### src/design/epc_pkg.sv
// epc_pkg: shared constants for the extended port control block.
// assumes one 200 MHz clock; offsets are relative to the port base.
package epc_pkg;
  localparam logic [10:0] EPC_OFS_FIFO = 11'h400;
  localparam logic [10:0] EPC_OFS_CFGB = 11'h401;
  localparam logic [10:0] EPC_OFS_CTRL = 11'h402;
  localparam int EPC_MODE_LSB = 5;
  localparam int EPC_FLT_BIT = 4;
  localparam int EPC_DMA_BIT = 3;
  localparam int EPC_SVC_BIT = 2;
  localparam int EPC_FULL_BIT = 1;
  localparam int EPC_EMPTY_BIT = 0;
  localparam logic [2:0] EPC_M_STD = 3'h0;
  localparam logic [2:0] EPC_M_BIDIR = 3'h1;
  localparam logic [2:0] EPC_M_FIFO = 3'h2;
  localparam logic [2:0] EPC_M_ECP = 3'h3;
  localparam logic [2:0] EPC_M_EPP = 3'h4;
  localparam logic [2:0] EPC_M_RSVD = 3'h5;
  localparam logic [2:0] EPC_M_TEST = 3'h6;
  localparam logic [2:0] EPC_M_CFG = 3'h7;
  localparam logic [2:0] EPC_RST_MODE = 3'h0;
  localparam logic EPC_RST_FLT = 1'b1;
  localparam logic EPC_RST_DMA = 1'b0;
  localparam logic EPC_RST_SVC = 1'b1;
  // interrupt low pulse width
  localparam int EPC_IRQ_PULSE_NS = 50;
  localparam int EPC_CLK_NS = 5;
  localparam int EPC_IRQ_CYC = EPC_IRQ_PULSE_NS / EPC_CLK_NS;
endpackage : epc_pkg

### src/design/epc_status_if.sv
// epc_status_if: fifo level and event signals into the irq unit.
// assumes the same clock as the control register.
`timescale 1ns/1ps
interface epc_status_if;
  logic [4:0] fill;
  logic [4:0] free_cnt;
  logic [4:0] tx_free_level;
  logic [4:0] rx_fill_level;
  logic svc_ok;
  logic dir_rev;
  logic dma_on;
  logic tc;
  logic svc_set;
  modport src(output fill, free_cnt, tx_free_level, rx_fill_level,
    svc_ok, dir_rev, dma_on, tc, input svc_set);
  modport dst(input fill, free_cnt, tx_free_level, rx_fill_level,
    svc_ok, dir_rev, dma_on, tc, output svc_set);
endinterface : epc_status_if

### src/design/epc_ctrl.sv
// epc_ctrl: extended control register and mode controller.
// assumes a synchronous host strobe interface and an external fifo
// whose level comes in as counts; pins are synchronised here.
`timescale 1ns/1ps
// Contract
// RL1 - three-bit mode field in bits 7:5, read and write.
// RL2 - in ecp mode fault falling edge pulses interrupt unless disabled.
// RL3 - clearing fault disable while fault asserted raises an interrupt.
// RL4 - dma allow permits dma only while service mask is zero.
// RL5 - service mask high blocks dma and service irqs; writing 1 silent.
// RL6 - hardware sets service mask on service irq; software clears it.
// RL7 - with dma on, terminal count sets service mask.
// RL8 - dma off, forward: enough free bytes sets service mask.
// RL9 - dma off, reverse: enough filled bytes sets service mask.
// RL10 - bit 1 reads full, bit 0 reads empty.
// RL11 - standard mode resets fifo, open-collector controls, no tri-state.
// RL12 - bidirectional mode: direction tri-states data, push-pull drivers.
// RL13 - fifo mode sends bytes with standard handshake, forward only.
// RL14 - ecp mode forward sends, reverse receives into the fifo; data_oe stays high in ecp reverse.
// RL15 - mode 100 selects epp only if option enabled; 101 reserved.
// RL16 - test mode: fifo accessible, nothing transmitted.
// RL17 - config mode maps config registers at 0x400 and 0x401.
// RL18 - automatic handshake only in modes 011 and 010.
// RL19 - from 000/001 any mode; otherwise only to 000 or 001.
// RL20 - direction changes only while in mode 001.
// RL21 - software empties fifo first; controls deassert before switch (ctrl_deassert here rises one cycle after the switch).
// RL22 - leaving ecp reverse drops auto-feed at once, discards bytes; ctrl_deassert rises one cycle later, fifo_reset only in mode 000.
// RL23 - no handshake glitches on a legal mode change.
// RL24 - interrupt is a brief low pulse, then released.
// RL25 - reset gives mode 000 and service mask set.
module epc_ctrl
  import epc_pkg::*;
#(
  parameter int FIFO_DEPTH = 16
) (
  // clock and reset
  input wire logic clk,
  input wire logic nrst,
  // host register access
  input wire logic [10:0] addr,
  input wire logic wr_en,
  input wire logic rd_en,
  input wire logic [7:0] wdata,
  output logic [7:0] rdata,
  output logic cfg_sel,
  output logic fifo_sel,
  // control bits from other registers
  input wire logic dir_req,
  input wire logic epp_option,
  input wire logic dma_tc,
  input wire logic [4:0] fifo_fill,
  input wire logic [3:0] fifo_thr,
  // port pins
  input wire logic fault_n_pin,
  output logic irq_o,
  output logic irq_oe,
  // mode outputs to the port datapath
  output logic [2:0] mode,
  output logic dir_rev,
  output logic fifo_reset,
  output logic ctrl_push_pull,
  output logic data_oe,
  output logic auto_hs,
  output logic epp_sel,
  output logic dma_req_ok,
  output logic ctrl_deassert
);
  logic flt_dis;
  logic dma_allow;
  logic service_irq_mask;
  logic f_s1, f_s2, f_prev;
  logic [3:0] pulse_cnt;
  logic full, empty, fault_fall, fault_clr, ctrl_wr, svc_hit, fault_irq;
  logic [2:0] wmode;
  logic mode_ok;
  epc_status_if st();

  epc_svc_cond u_svc (.st(st));

  assign ctrl_wr = wr_en && addr == EPC_OFS_CTRL;
  assign wmode = wdata[EPC_MODE_LSB +: 3];
  // legal switch check
  assign mode_ok = (mode == EPC_M_STD || mode == EPC_M_BIDIR ||
    wmode == EPC_M_STD || wmode == EPC_M_BIDIR); // RL19

  // mode field; an illegal switch is ignored
  always_ff @(posedge clk or negedge nrst) begin
    if (!nrst)
      mode <= EPC_RST_MODE; // RL25
    else if (ctrl_wr && mode_ok)
      mode <= wmode; // RL1
  end

  // direction follows request only in bidirectional mode
  always_ff @(posedge clk or negedge nrst) begin
    if (!nrst)
      dir_rev <= 1'b0;
    else if (mode == EPC_M_BIDIR)
      dir_rev <= dir_req; // RL20
  end

  // fault disable and dma allow
  always_ff @(posedge clk or negedge nrst) begin
    if (!nrst) begin
      flt_dis <= EPC_RST_FLT;
      dma_allow <= EPC_RST_DMA;
    end else if (ctrl_wr) begin
      flt_dis <= wdata[EPC_FLT_BIT];
      dma_allow <= wdata[EPC_DMA_BIT];
    end
  end

  // fifo flags from fill level
  assign full = fifo_fill >= 5'(FIFO_DEPTH); // RL10
  assign empty = fifo_fill == 5'h00; // RL10

  // service condition unit inputs
  assign st.fill = fifo_fill;
  assign st.free_cnt = 5'(FIFO_DEPTH) - fifo_fill;
  assign st.tx_free_level = {1'b0, fifo_thr} + 5'h01;
  assign st.rx_fill_level = {1'b0, fifo_thr} + 5'h01;
  assign st.svc_ok = !service_irq_mask; // RL5
  assign st.dir_rev = dir_rev;
  assign st.dma_on = dma_allow;
  assign st.tc = dma_tc;
  assign svc_hit = st.svc_set;

  // service mask: hardware set wins over software clear
  always_ff @(posedge clk or negedge nrst) begin
    if (!nrst)
      service_irq_mask <= EPC_RST_SVC; // RL25
    else if (svc_hit)
      service_irq_mask <= 1'b1; // RL6
    else if (ctrl_wr)
      service_irq_mask <= wdata[EPC_SVC_BIT];
  end

  // dma enable gate
  assign dma_req_ok = dma_allow && !service_irq_mask; // RL4

  // fault pin synchroniser and edge history
  always_ff @(posedge clk or negedge nrst) begin
    if (!nrst) begin
      f_s1 <= 1'b1;
      f_s2 <= 1'b1;
      f_prev <= 1'b1;
    end else begin
      f_s1 <= fault_n_pin;
      f_s2 <= f_s1;
      f_prev <= f_s2;
    end
  end

  assign fault_fall = f_prev && !f_s2;
  // lost-event guard when disable goes 1 to 0
  assign fault_clr = ctrl_wr && flt_dis && !wdata[EPC_FLT_BIT] && !f_s2;
  assign fault_irq = mode == EPC_M_ECP &&
    ((fault_fall && !flt_dis) || fault_clr); // RL2 RL3

  // low pulse on shared irq line, then released
  always_ff @(posedge clk or negedge nrst) begin
    if (!nrst)
      pulse_cnt <= 4'h0;
    else if (svc_hit || fault_irq)
      pulse_cnt <= 4'(EPC_IRQ_CYC); // RL24
    else if (pulse_cnt != 4'h0)
      pulse_cnt <= pulse_cnt - 4'h1;
  end
  assign irq_o = 1'b0;
  assign irq_oe = pulse_cnt != 4'h0; // RL24

  // mode decode toward the port datapath
  always_comb begin
    fifo_reset = mode == EPC_M_STD; // RL11
    ctrl_push_pull = mode != EPC_M_STD; // RL11 RL12
    data_oe = !(mode == EPC_M_BIDIR && dir_rev); // RL12
    auto_hs = mode == EPC_M_FIFO ||
      mode == EPC_M_ECP; // RL13 RL14 RL16 RL18
    epp_sel = mode == EPC_M_EPP && epp_option; // RL15
    cfg_sel = mode == EPC_M_CFG &&
      (addr == EPC_OFS_FIFO || addr == EPC_OFS_CFGB); // RL17
    fifo_sel = addr == EPC_OFS_FIFO &&
      (auto_hs || mode == EPC_M_TEST); // RL16
  end

  // controls forced idle once outside automatic modes; registered,
  // so the handover is a single clean edge with no glitch
  always_ff @(posedge clk or negedge nrst) begin
    if (!nrst)
      ctrl_deassert <= 1'b1;
    else
      ctrl_deassert <= !(mode == EPC_M_FIFO ||
        mode == EPC_M_ECP); // RL21 RL22 RL23
  end

  // register readback
  always_ff @(posedge clk or negedge nrst) begin
    if (!nrst)
      rdata <= 8'h00;
    else if (rd_en && addr == EPC_OFS_CTRL)
      rdata <= {mode, flt_dis, dma_allow, service_irq_mask, full, empty};
    else if (rd_en)
      rdata <= 8'h00;
  end

  // refused switch keeps the old mode, other bits still land
  property p_mode_hold;
    @(posedge clk) disable iff (!nrst)
    ctrl_wr && !mode_ok |=> mode == $past(mode);
  endproperty
  a_mode_hold: assert property (p_mode_hold) // RL19
    else $error("illegal mode switch taken");
  property p_mode_legal;
    @(posedge clk) disable iff (!nrst)
    ctrl_wr && mode_ok |=> mode == $past(wmode);
  endproperty
  a_mode_legal: assert property (p_mode_legal) // RL1
    else $error("legal mode switch not taken");
  property p_svc_set;
    @(posedge clk) disable iff (!nrst) svc_hit |=> service_irq_mask;
  endproperty
  a_svc_set: assert property (p_svc_set)
    else $error("service mask not set"); // RL6
  property p_masked;
    @(posedge clk) disable iff (!nrst) service_irq_mask |-> !svc_hit;
  endproperty
  a_masked: assert property (p_masked)
    else $error("service irq while masked"); // RL5
  property p_dma;
    @(posedge clk) disable iff (!nrst)
    dma_req_ok |-> dma_allow && !service_irq_mask;
  endproperty
  a_dma: assert property (p_dma) else $error("dma gate wrong"); // RL4
  property p_pulse;
    @(posedge clk) disable iff (!nrst)
    fault_irq |=> irq_oe [*8];
  endproperty
  a_pulse: assert property (p_pulse) else $error("irq pulse short"); // RL24
  property p_release;
    @(posedge clk) disable iff (!nrst)
    fault_irq ##1 !(svc_hit || fault_irq) [*8]
      ##1 !(svc_hit || fault_irq) [*2] |=> !irq_oe;
  endproperty
  a_release: assert property (p_release)
    else $error("irq not released"); // RL24
  property p_dir;
    @(posedge clk) disable iff (!nrst)
    mode != EPC_M_BIDIR |=> $stable(dir_rev);
  endproperty
  a_dir: assert property (p_dir) else $error("direction changed"); // RL20
  property p_hs;
    @(posedge clk) disable iff (!nrst)
    auto_hs |-> mode == EPC_M_FIFO || mode == EPC_M_ECP;
  endproperty
  a_hs: assert property (p_hs) else $error("handshake in bad mode"); // RL18
  c_ecp: cover property (@(posedge clk) mode == EPC_M_ECP);
  c_fault: cover property (@(posedge clk) fault_irq);
  c_svc: cover property (@(posedge clk) svc_hit);
endmodule : epc_ctrl

### src/design/epc_svc_cond.sv
// epc_svc_cond: decides when a service interrupt condition holds.
// assumes levels are from the same clock domain.
`timescale 1ns/1ps
module epc_svc_cond
  import epc_pkg::*;
(
  epc_status_if.dst st
);
  // dma tc, forward free space, reverse fill
  always_comb begin
    if (!st.svc_ok)
      st.svc_set = 1'b0;
    else if (st.dma_on)
      st.svc_set = st.tc; // RL7
    else if (!st.dir_rev)
      st.svc_set = st.free_cnt >= st.tx_free_level; // RL8
    else
      st.svc_set = st.fill >= st.rx_fill_level; // RL9
  end
endmodule : epc_svc_cond

### config.mk
export PLATFORM = sky130hd
export DESIGN_NAME = epc_ctrl
export DESIGN_NICKNAME = d
export VERILOG_FILES = /design/src/design/epc_pkg.sv /design/src/design/epc_status_if.sv /design/src/design/epc_ctrl.sv /design/src/design/epc_svc_cond.sv
export SDC_FILE = /design/constraint.sdc
export NUM_CORES = 1
export LEC_CHECK = 0
export ABC_AREA = 1
export BUFFER_PORTS_ARGS = -buffer_cell sky130_fd_sc_hd__buf_2
export CAP_MARGIN = 5
export CORE_UTILIZATION = 50
export DETAILED_ROUTE_END_ITERATION = 6
export PLACE_DENSITY = 0.83
export SLEW_MARGIN = 20
export SYNTH_ARGS = -nofsm -noshare
export SYNTH_HDL_FRONTEND = slang
export SYNTH_SLANG_ARGS = --single-unit
export TNS_END_PERCENT = 20
### constraint.sdc
create_clock -name clk -period 1.95 [get_ports clk]
set_input_delay 0.2925 -clock clk [delete_from_list [all_inputs] [get_ports clk]]
set_output_delay 0.2925 -clock clk [all_outputs]
set_load 0.02 [all_outputs]
## Yosys cells after proc, flatten, opt, wreduce, memory -nomap -nowiden

Cells that the tools add are included.

- Bits in latches: 0
- Output and inout bits: 23
- Flip-flop bits (word level): 23
- Bits of input ports: 36
- Bits in read-only memories: 0
- Memory bits (writable): 0
- Memories: 0

- Order comparisons: 3
- Shift-type cells: 0
- Divide/modulo/power cells: 0
- Add/sub/neg operators: 3
- Equal/unequal tests: 10
- Multiply operators: 0
- Bitwise operators: 0
- Muxes and demuxes: 9
- Reduce and logical (&&, ||, !) cells: 36

Operators by type and width:

| kind | number |
|---|---|
| $eq A11 B11 Y1 const B | 3 |
| $mux W8 | 2 |
| $logic_and A1 B1 Y1 | 14 |
| $ge A5 B5 Y1 | 2 |
| $eq A3 B3 Y1 const B | 3 |
| $logic_or A1 B1 Y1 | 8 |
| $mux W4 | 2 |
| $eq A3 B1 Y1 const B | 2 |
| $eq A3 B2 Y1 const B | 2 |
| $logic_not A1 Y1 | 6 |
| $logic_not A3 Y1 | 2 |
| $reduce_bool A2 Y1 | 3 |
| $add A4 B1 Y5 const B | 1 |
| $ge A5 B5 Y1 const B | 1 |
| $logic_not A5 Y1 | 1 |
| $mux W1 | 5 |
| $sub A5 B5 Y5 const A | 1 |
| $reduce_bool A4 Y1 | 1 |
| $sub A4 B1 Y4 const B | 1 |
| $reduce_bool A3 Y1 | 1 |

## Depth between registers and ports, before layout

- Word-level depth: 9
- Depth in mapped cells: 13
- Gate-level depth less buffers: 13

## Cells and area by module

Synthesis repeated with hierarchy kept, for this count alone.

- Cells, all modules: 194
- Area, all modules: 1542.7 µm²

By module, submodules not included:

| module | times used | area an instance (µm²) | cells each |
|---|---|---|---|
| epc_ctrl | 1 | 1252.5 | 145 |
| epc_svc_cond | 1 | 290.3 | 49 |

## Worst setup path before layout

OpenSTA, ideal clock, no wires.

- Kind: input port to flip-flop
- From: input port fifo_fill[0]
- To: register pulse_cnt[0]
- Arrival time: 1.686 ns
- Setup slack: 0.144 ns
- Required time: 1.830 ns
- Path buffers: 0
- Library setup time: 0.120 ns
- Stages: 13
- Cell sequence: inv_1 ha_1 nand2_1 nor2_1 ha_1 inv_1 ha_1 a21boi_1 nand2_1 nand2_1 nand3_2 nand3_2 nor2_1

- Word-level cells in the longest chain between the ends: 7
- Elaborated cells on any way between the ends: 9

Ends and longest elaborated chain:

| item | RTL line | RTL |
|---|---|---|
| from (decl) | epc_ctrl.sv:51 | `input wire logic [4:0] fifo_fill,` |
| $sub A5 B5 Y5 | epc_ctrl.sv:119 | `assign st.free_cnt = 5'(FIFO_DEPTH) - fifo_fill;` |
| $ge A5 B5 Y1 | epc_svc_cond.sv:16 | `st.svc_set = st.free_cnt >= st.tx_free_level;` |
| $mux W1 (*) | epc_svc_cond.sv:15 | `else if (!st.dir_rev)` |
| $mux W1 (*) | epc_svc_cond.sv:13 | `else if (st.dma_on)` |
| $mux W1 (*) | epc_svc_cond.sv:11 | `if (!st.svc_ok)` |
| $logic_or A1 B1 Y1 (*) | epc_ctrl.sv:164 | `else if (svc_hit \|\| fault_irq)` |
| $mux W4 / $reduce_bool A2 Y1 (equally long branches) | -- |  |
| to (signal assigned) | epc_ctrl.sv:165 | `pulse_cnt <= 4'(EPC_IRQ_CYC);` |
| to (signal assigned) | epc_ctrl.sv:167 | `pulse_cnt <= pulse_cnt - 4'h1;` |
| to (decl) | epc_ctrl.sv:72 | `logic [3:0] pulse_cnt;` |

Every way passes the cells marked *; elsewhere a longest branch is shown, timed or not.
A chain may end at the register's enable or synchronous reset.

## Final worst setup path

- From: register mode[1]
- To: output port fifo_sel

- Word-level cells in the longest chain between the ends: 4
- Elaborated cells on any way between the ends: 6

Ends and longest elaborated chain:

| item | RTL line | RTL |
|---|---|---|
| from (decl) | epc_ctrl.sv:58 | `output logic [2:0] mode,` |
| from (signal assigned) | epc_ctrl.sv:91 | `mode <= wmode;` |
| $eq A3 B2 Y1 (on tied branches) | epc_ctrl.sv:177, epc_ctrl.sv:178 |  |
| $logic_or A1 B1 Y1 | epc_ctrl.sv:177 | `auto_hs = mode == EPC_M_FIFO \|\|` |
| $logic_or A1 B1 Y1 (*) | epc_ctrl.sv:183 | `(auto_hs \|\| mode == EPC_M_TEST);` |
| $logic_and A1 B1 Y1 (*) | epc_ctrl.sv:182 | `fifo_sel = addr == EPC_OFS_FIFO &&` |
| to (decl) | epc_ctrl.sv:46 | `output logic fifo_sel,` |

Marks and branches as above.

==> flow_metrics.py <==
metrics = {
    "yosys": {
        "synth_most_common_cell": "nand2_1",
        "synth_edf_count": 0,
        "synth_area_leaders": "dfrtp_1 (28%), nand2_1 (11%), dfstp_2 (11%), inv_1 (9.5%), ha_1 (9.2%)",
        "synth_compound_area_share_pct": 7.18,
        "ys_seq_elements": 23,
        "synth_top_family_by_area": "simple AND/OR/NAND/NOR gates",
        "synthAdderAreaFrac_pct": 9.18,
        "ys_types": 28,
        "synthFlopType": "dfrtp_1",
        "synth_common_cells": "nand2_1 (43), inv_1 (38), dfrtp_1 (17), nor2_1 (17), nand3_1 (13)",
        "synthSimpleGateAreaFrac_pct": 30.6,
        "muxShareOfSynthArea_pct": 0,
        "synth_top_area_share_pct": 28.4,
        "netlist_area_um2": 1500,
        "ys_seq_area_share_pct": 38.9,
        "synth-async-reset-ratio_pct": 100,
        "synth_fp_nets": 244,
        "yosysWarnings": 0,
        "synthCells": 197,
        "synthXorXnorAreaFrac_pct": 2.92,
        "yosysTopAreaCell": "dfrtp_1",
        "synth.avg_cell_area_um2": 7.61,
    },
    "detailed_routing": {
        "drt_pass1_iterations": 6,
        "vias_per_cell": 4.98,
        "drc": 18,
        "wirelength_um": 3200,
        "drtIter0Drc": 79,
        "num_vias": 1430,
        "antenna_left": 0,
        "wire_per_inst_um": 11.1,
    },
    "placement": {
        "io_buffers": 55,
        "routabilityCongestion": 0.797,
        "dp_hpwl_um": 2610,
        "dpl_cell_area_um2": 1810,
    },
    "global_route": {
        "grt_usage_pct": 21.8,
        "grt_pass1_vias": 1327,
        "antenna_found_initial": 0,
        "grt_pass1_wl_um": 5420,
        "grt_overflow": 0,
        "grt_max_degree": 24,
    },
    "worst_hold_path": {
        "worst_hold_path_type": "primary input to register",
    },
    "setup_path": {
        "critical_path_buf_inv_count": 2,
        "worstSetupStartpointType": "register",
        "cp_top_family": "flip-flops",
        "slowest_delay_ps": 500,
        "endpoint_kind": "output pin",
        "crit_path_max_fanout": 8,
        "crit_chain": "inv_1, a21oi_1, nand2_1, nor3_1, buf_2",
        "crit_required_ps": 1660,
        "arrival_ps": 1440,
        "cp_slowest_cell": "dfrtp_1",
        "criticalPathCategory": "register to output pin",
    },
    "finish": {
        "syn2layout_area_growth_pct": 23.5,
        "design_area_um2": 1850,
        "drive_gt1_share_pct": 30.9,
        "nFillCells": 254,
        "finalNetCount": 304,
        "diodes": 0,
    },
    "timing": {
        "setup-violations-final": 0,
        "period_share_pct": 89.0,
        "hold_ws_ps": 60.9,
        "period_needed_ps": 1730,
        "rsz0062_at_grt": "no",
        "skew_ps": 3.73,
        "slew_violations": 0,
        "hold_viol_final": 0,
        "max_freq_mhz": 576,
    },
    "clocking": {
        "root_buffer": "clkbuf_4",
        "cts_resized": 0,
        "clkSinkCount": 23,
        "clkLatencyLatePin_ps": 310,
        "max-clock-path-buffers": 2,
        "cts.clk_slew.worst_paths_ps": 130,
        "cts_tree": "built",
        "cts_buffers": 3,
        "htreeDepth": 1,
    },
    "floorplanning": {
        "die_h_um": 56.8,
        "die_w_um": 56.8,
        "core-area_um2": 2810,
        "dieArea_um2": 3220,
        "start_util_pct": 53.4,
        "ioPinCount": 59,
        "core.rowCount": 19,
    },
    "run_status": {
        "violations": "design-rule violations",
        "run_status": "finished with violations",
    },
    "pwr": {
        "p_per_area_nw_per_um2": 639,
        "peakVddDrop_v": 0.000377,
        "p_leak_nw": 1.04,
    },
    "run": {
        "drv_cap": 0,
    },
}
-- what timing repair did --
item	in CTS	in global routing
hold buffers	1	0
hold endpoints to repair	17	0
buffers inserted	0	0
-- metal layers --
layer	vias to the layer above	wire, um	global-route usage (%)
li1	743	-	-
met1	624	1370	25.3
met2	59	1560	40.0
met3	4	220	3.23
met4	0	48	8.36
met5	-	0	0
-- metrics by stage --
stage                     power (mW)  setup slack (ps)  TNS, ps  utilization (%)  instances
after floorplan                0.842               144        0                -        197
after global placement         0.948              50.3        0             64.6        282
after detailed placement       0.971             -20.0    -36.5             64.6        282
after CTS                       1.19               207        0             66.0        287
after global routing            1.28              54.4        0             66.0        287
final                           1.18               215        0             66.0        287
-- state kept, by name, summed over array words and instances, names as in the netlist --
name and cells:
dma_allow 1, flt_dis 1, f_prev 1, ctrl_deassert 1, f_s1 1, f_s2 1, dir_rev 1, mode 3
service_irq_mask 1, rdata 8, pulse_cnt 4
-- worst register-to-register path: cells and delay by family, from the launching register on --
kind / cells / cell delay (ps)
flip-flops: 1 / 380
adder cells (fa/ha/maj): 1 / 170
buffers and inverters: 1 / 120
AND/OR/NAND/NOR: 2 / 310
AO/OA/AOI/OAI: 1 / 220
-- kinds of logic after synthesis --
| kind of cell | count (synthesis) |
|---|---|
| other | 1 |
| AOI/OAI and AO/OA | 18 |
| xor gates and xnor gates | 5 |
| buffers and inverters | 43 |
| DFF | 23 |
| adders and majority gates | 11 |
| and+or+nand+nor | 96 |
-- report_power, final --
group / total, mW / switching [mW] / internal (mW)
registers: 0.563 / 0.0267 / 0.536
logic: 0.399 / 0.235 / 0.164
clock network: 0.220 / 0.144 / 0.0766
-- placed cells by master, fill, tap and decap left out, types with 2 or more instances in the layout --
| cell | netlist | layout |
|---|---|---|
| nand3_2 | 4 | 4 |
| buf_2 | 0 | 55 |
| nand3_1 | 13 | 13 |
| nor3_1 | 3 | 3 |
| o21ai_0 | 2 | 2 |
| inv_1 | 38 | 38 |
| nor2_1 | 17 | 17 |
| ha_1 | 11 | 11 |
| dfrtp_1 | 17 | 17 |
| xor2_1 | 4 | 4 |
| nand4_1 | 8 | 8 |
| clkbuf_4 | 0 | 3 |
| nor2_2 | 2 | 2 |
| dfstp_2 | 6 | 6 |
| a21oi_1 | 5 | 5 |
| buf_4 | 1 | 2 |
| nand2_2 | 2 | 2 |
| o22ai_1 | 9 | 9 |
| nand2_1 | 43 | 43 |
-- area by class of cell --
type	count	area, um^2	area share [%]
multi-input cells	131	751	40.6
flip-flops and latches	23	583	31.5
repair buffers	58	300	16.2
inverters	40	150	8.11
well taps	31	38.8	2.10
clock buffers	3	22.5	1.22
clock inverters	1	5.00	0.270
-- worst paths after layout --
path,from,end,slack (ps),cells after the start
hold reg to reg,f_s1,f_s2,370,0
max in group asynchronous,nrst,service_irq_mask,1140,2
hold / removal,fault_n_pin,f_s1,60,1
min in group asynchronous,nrst,rdata[4],460,2
setup / recovery,mode[1],fifo_sel,220,5
setup reg to reg,pulse_cnt[0],pulse_cnt[1],630,5
(Power assumes the default switching activity.)
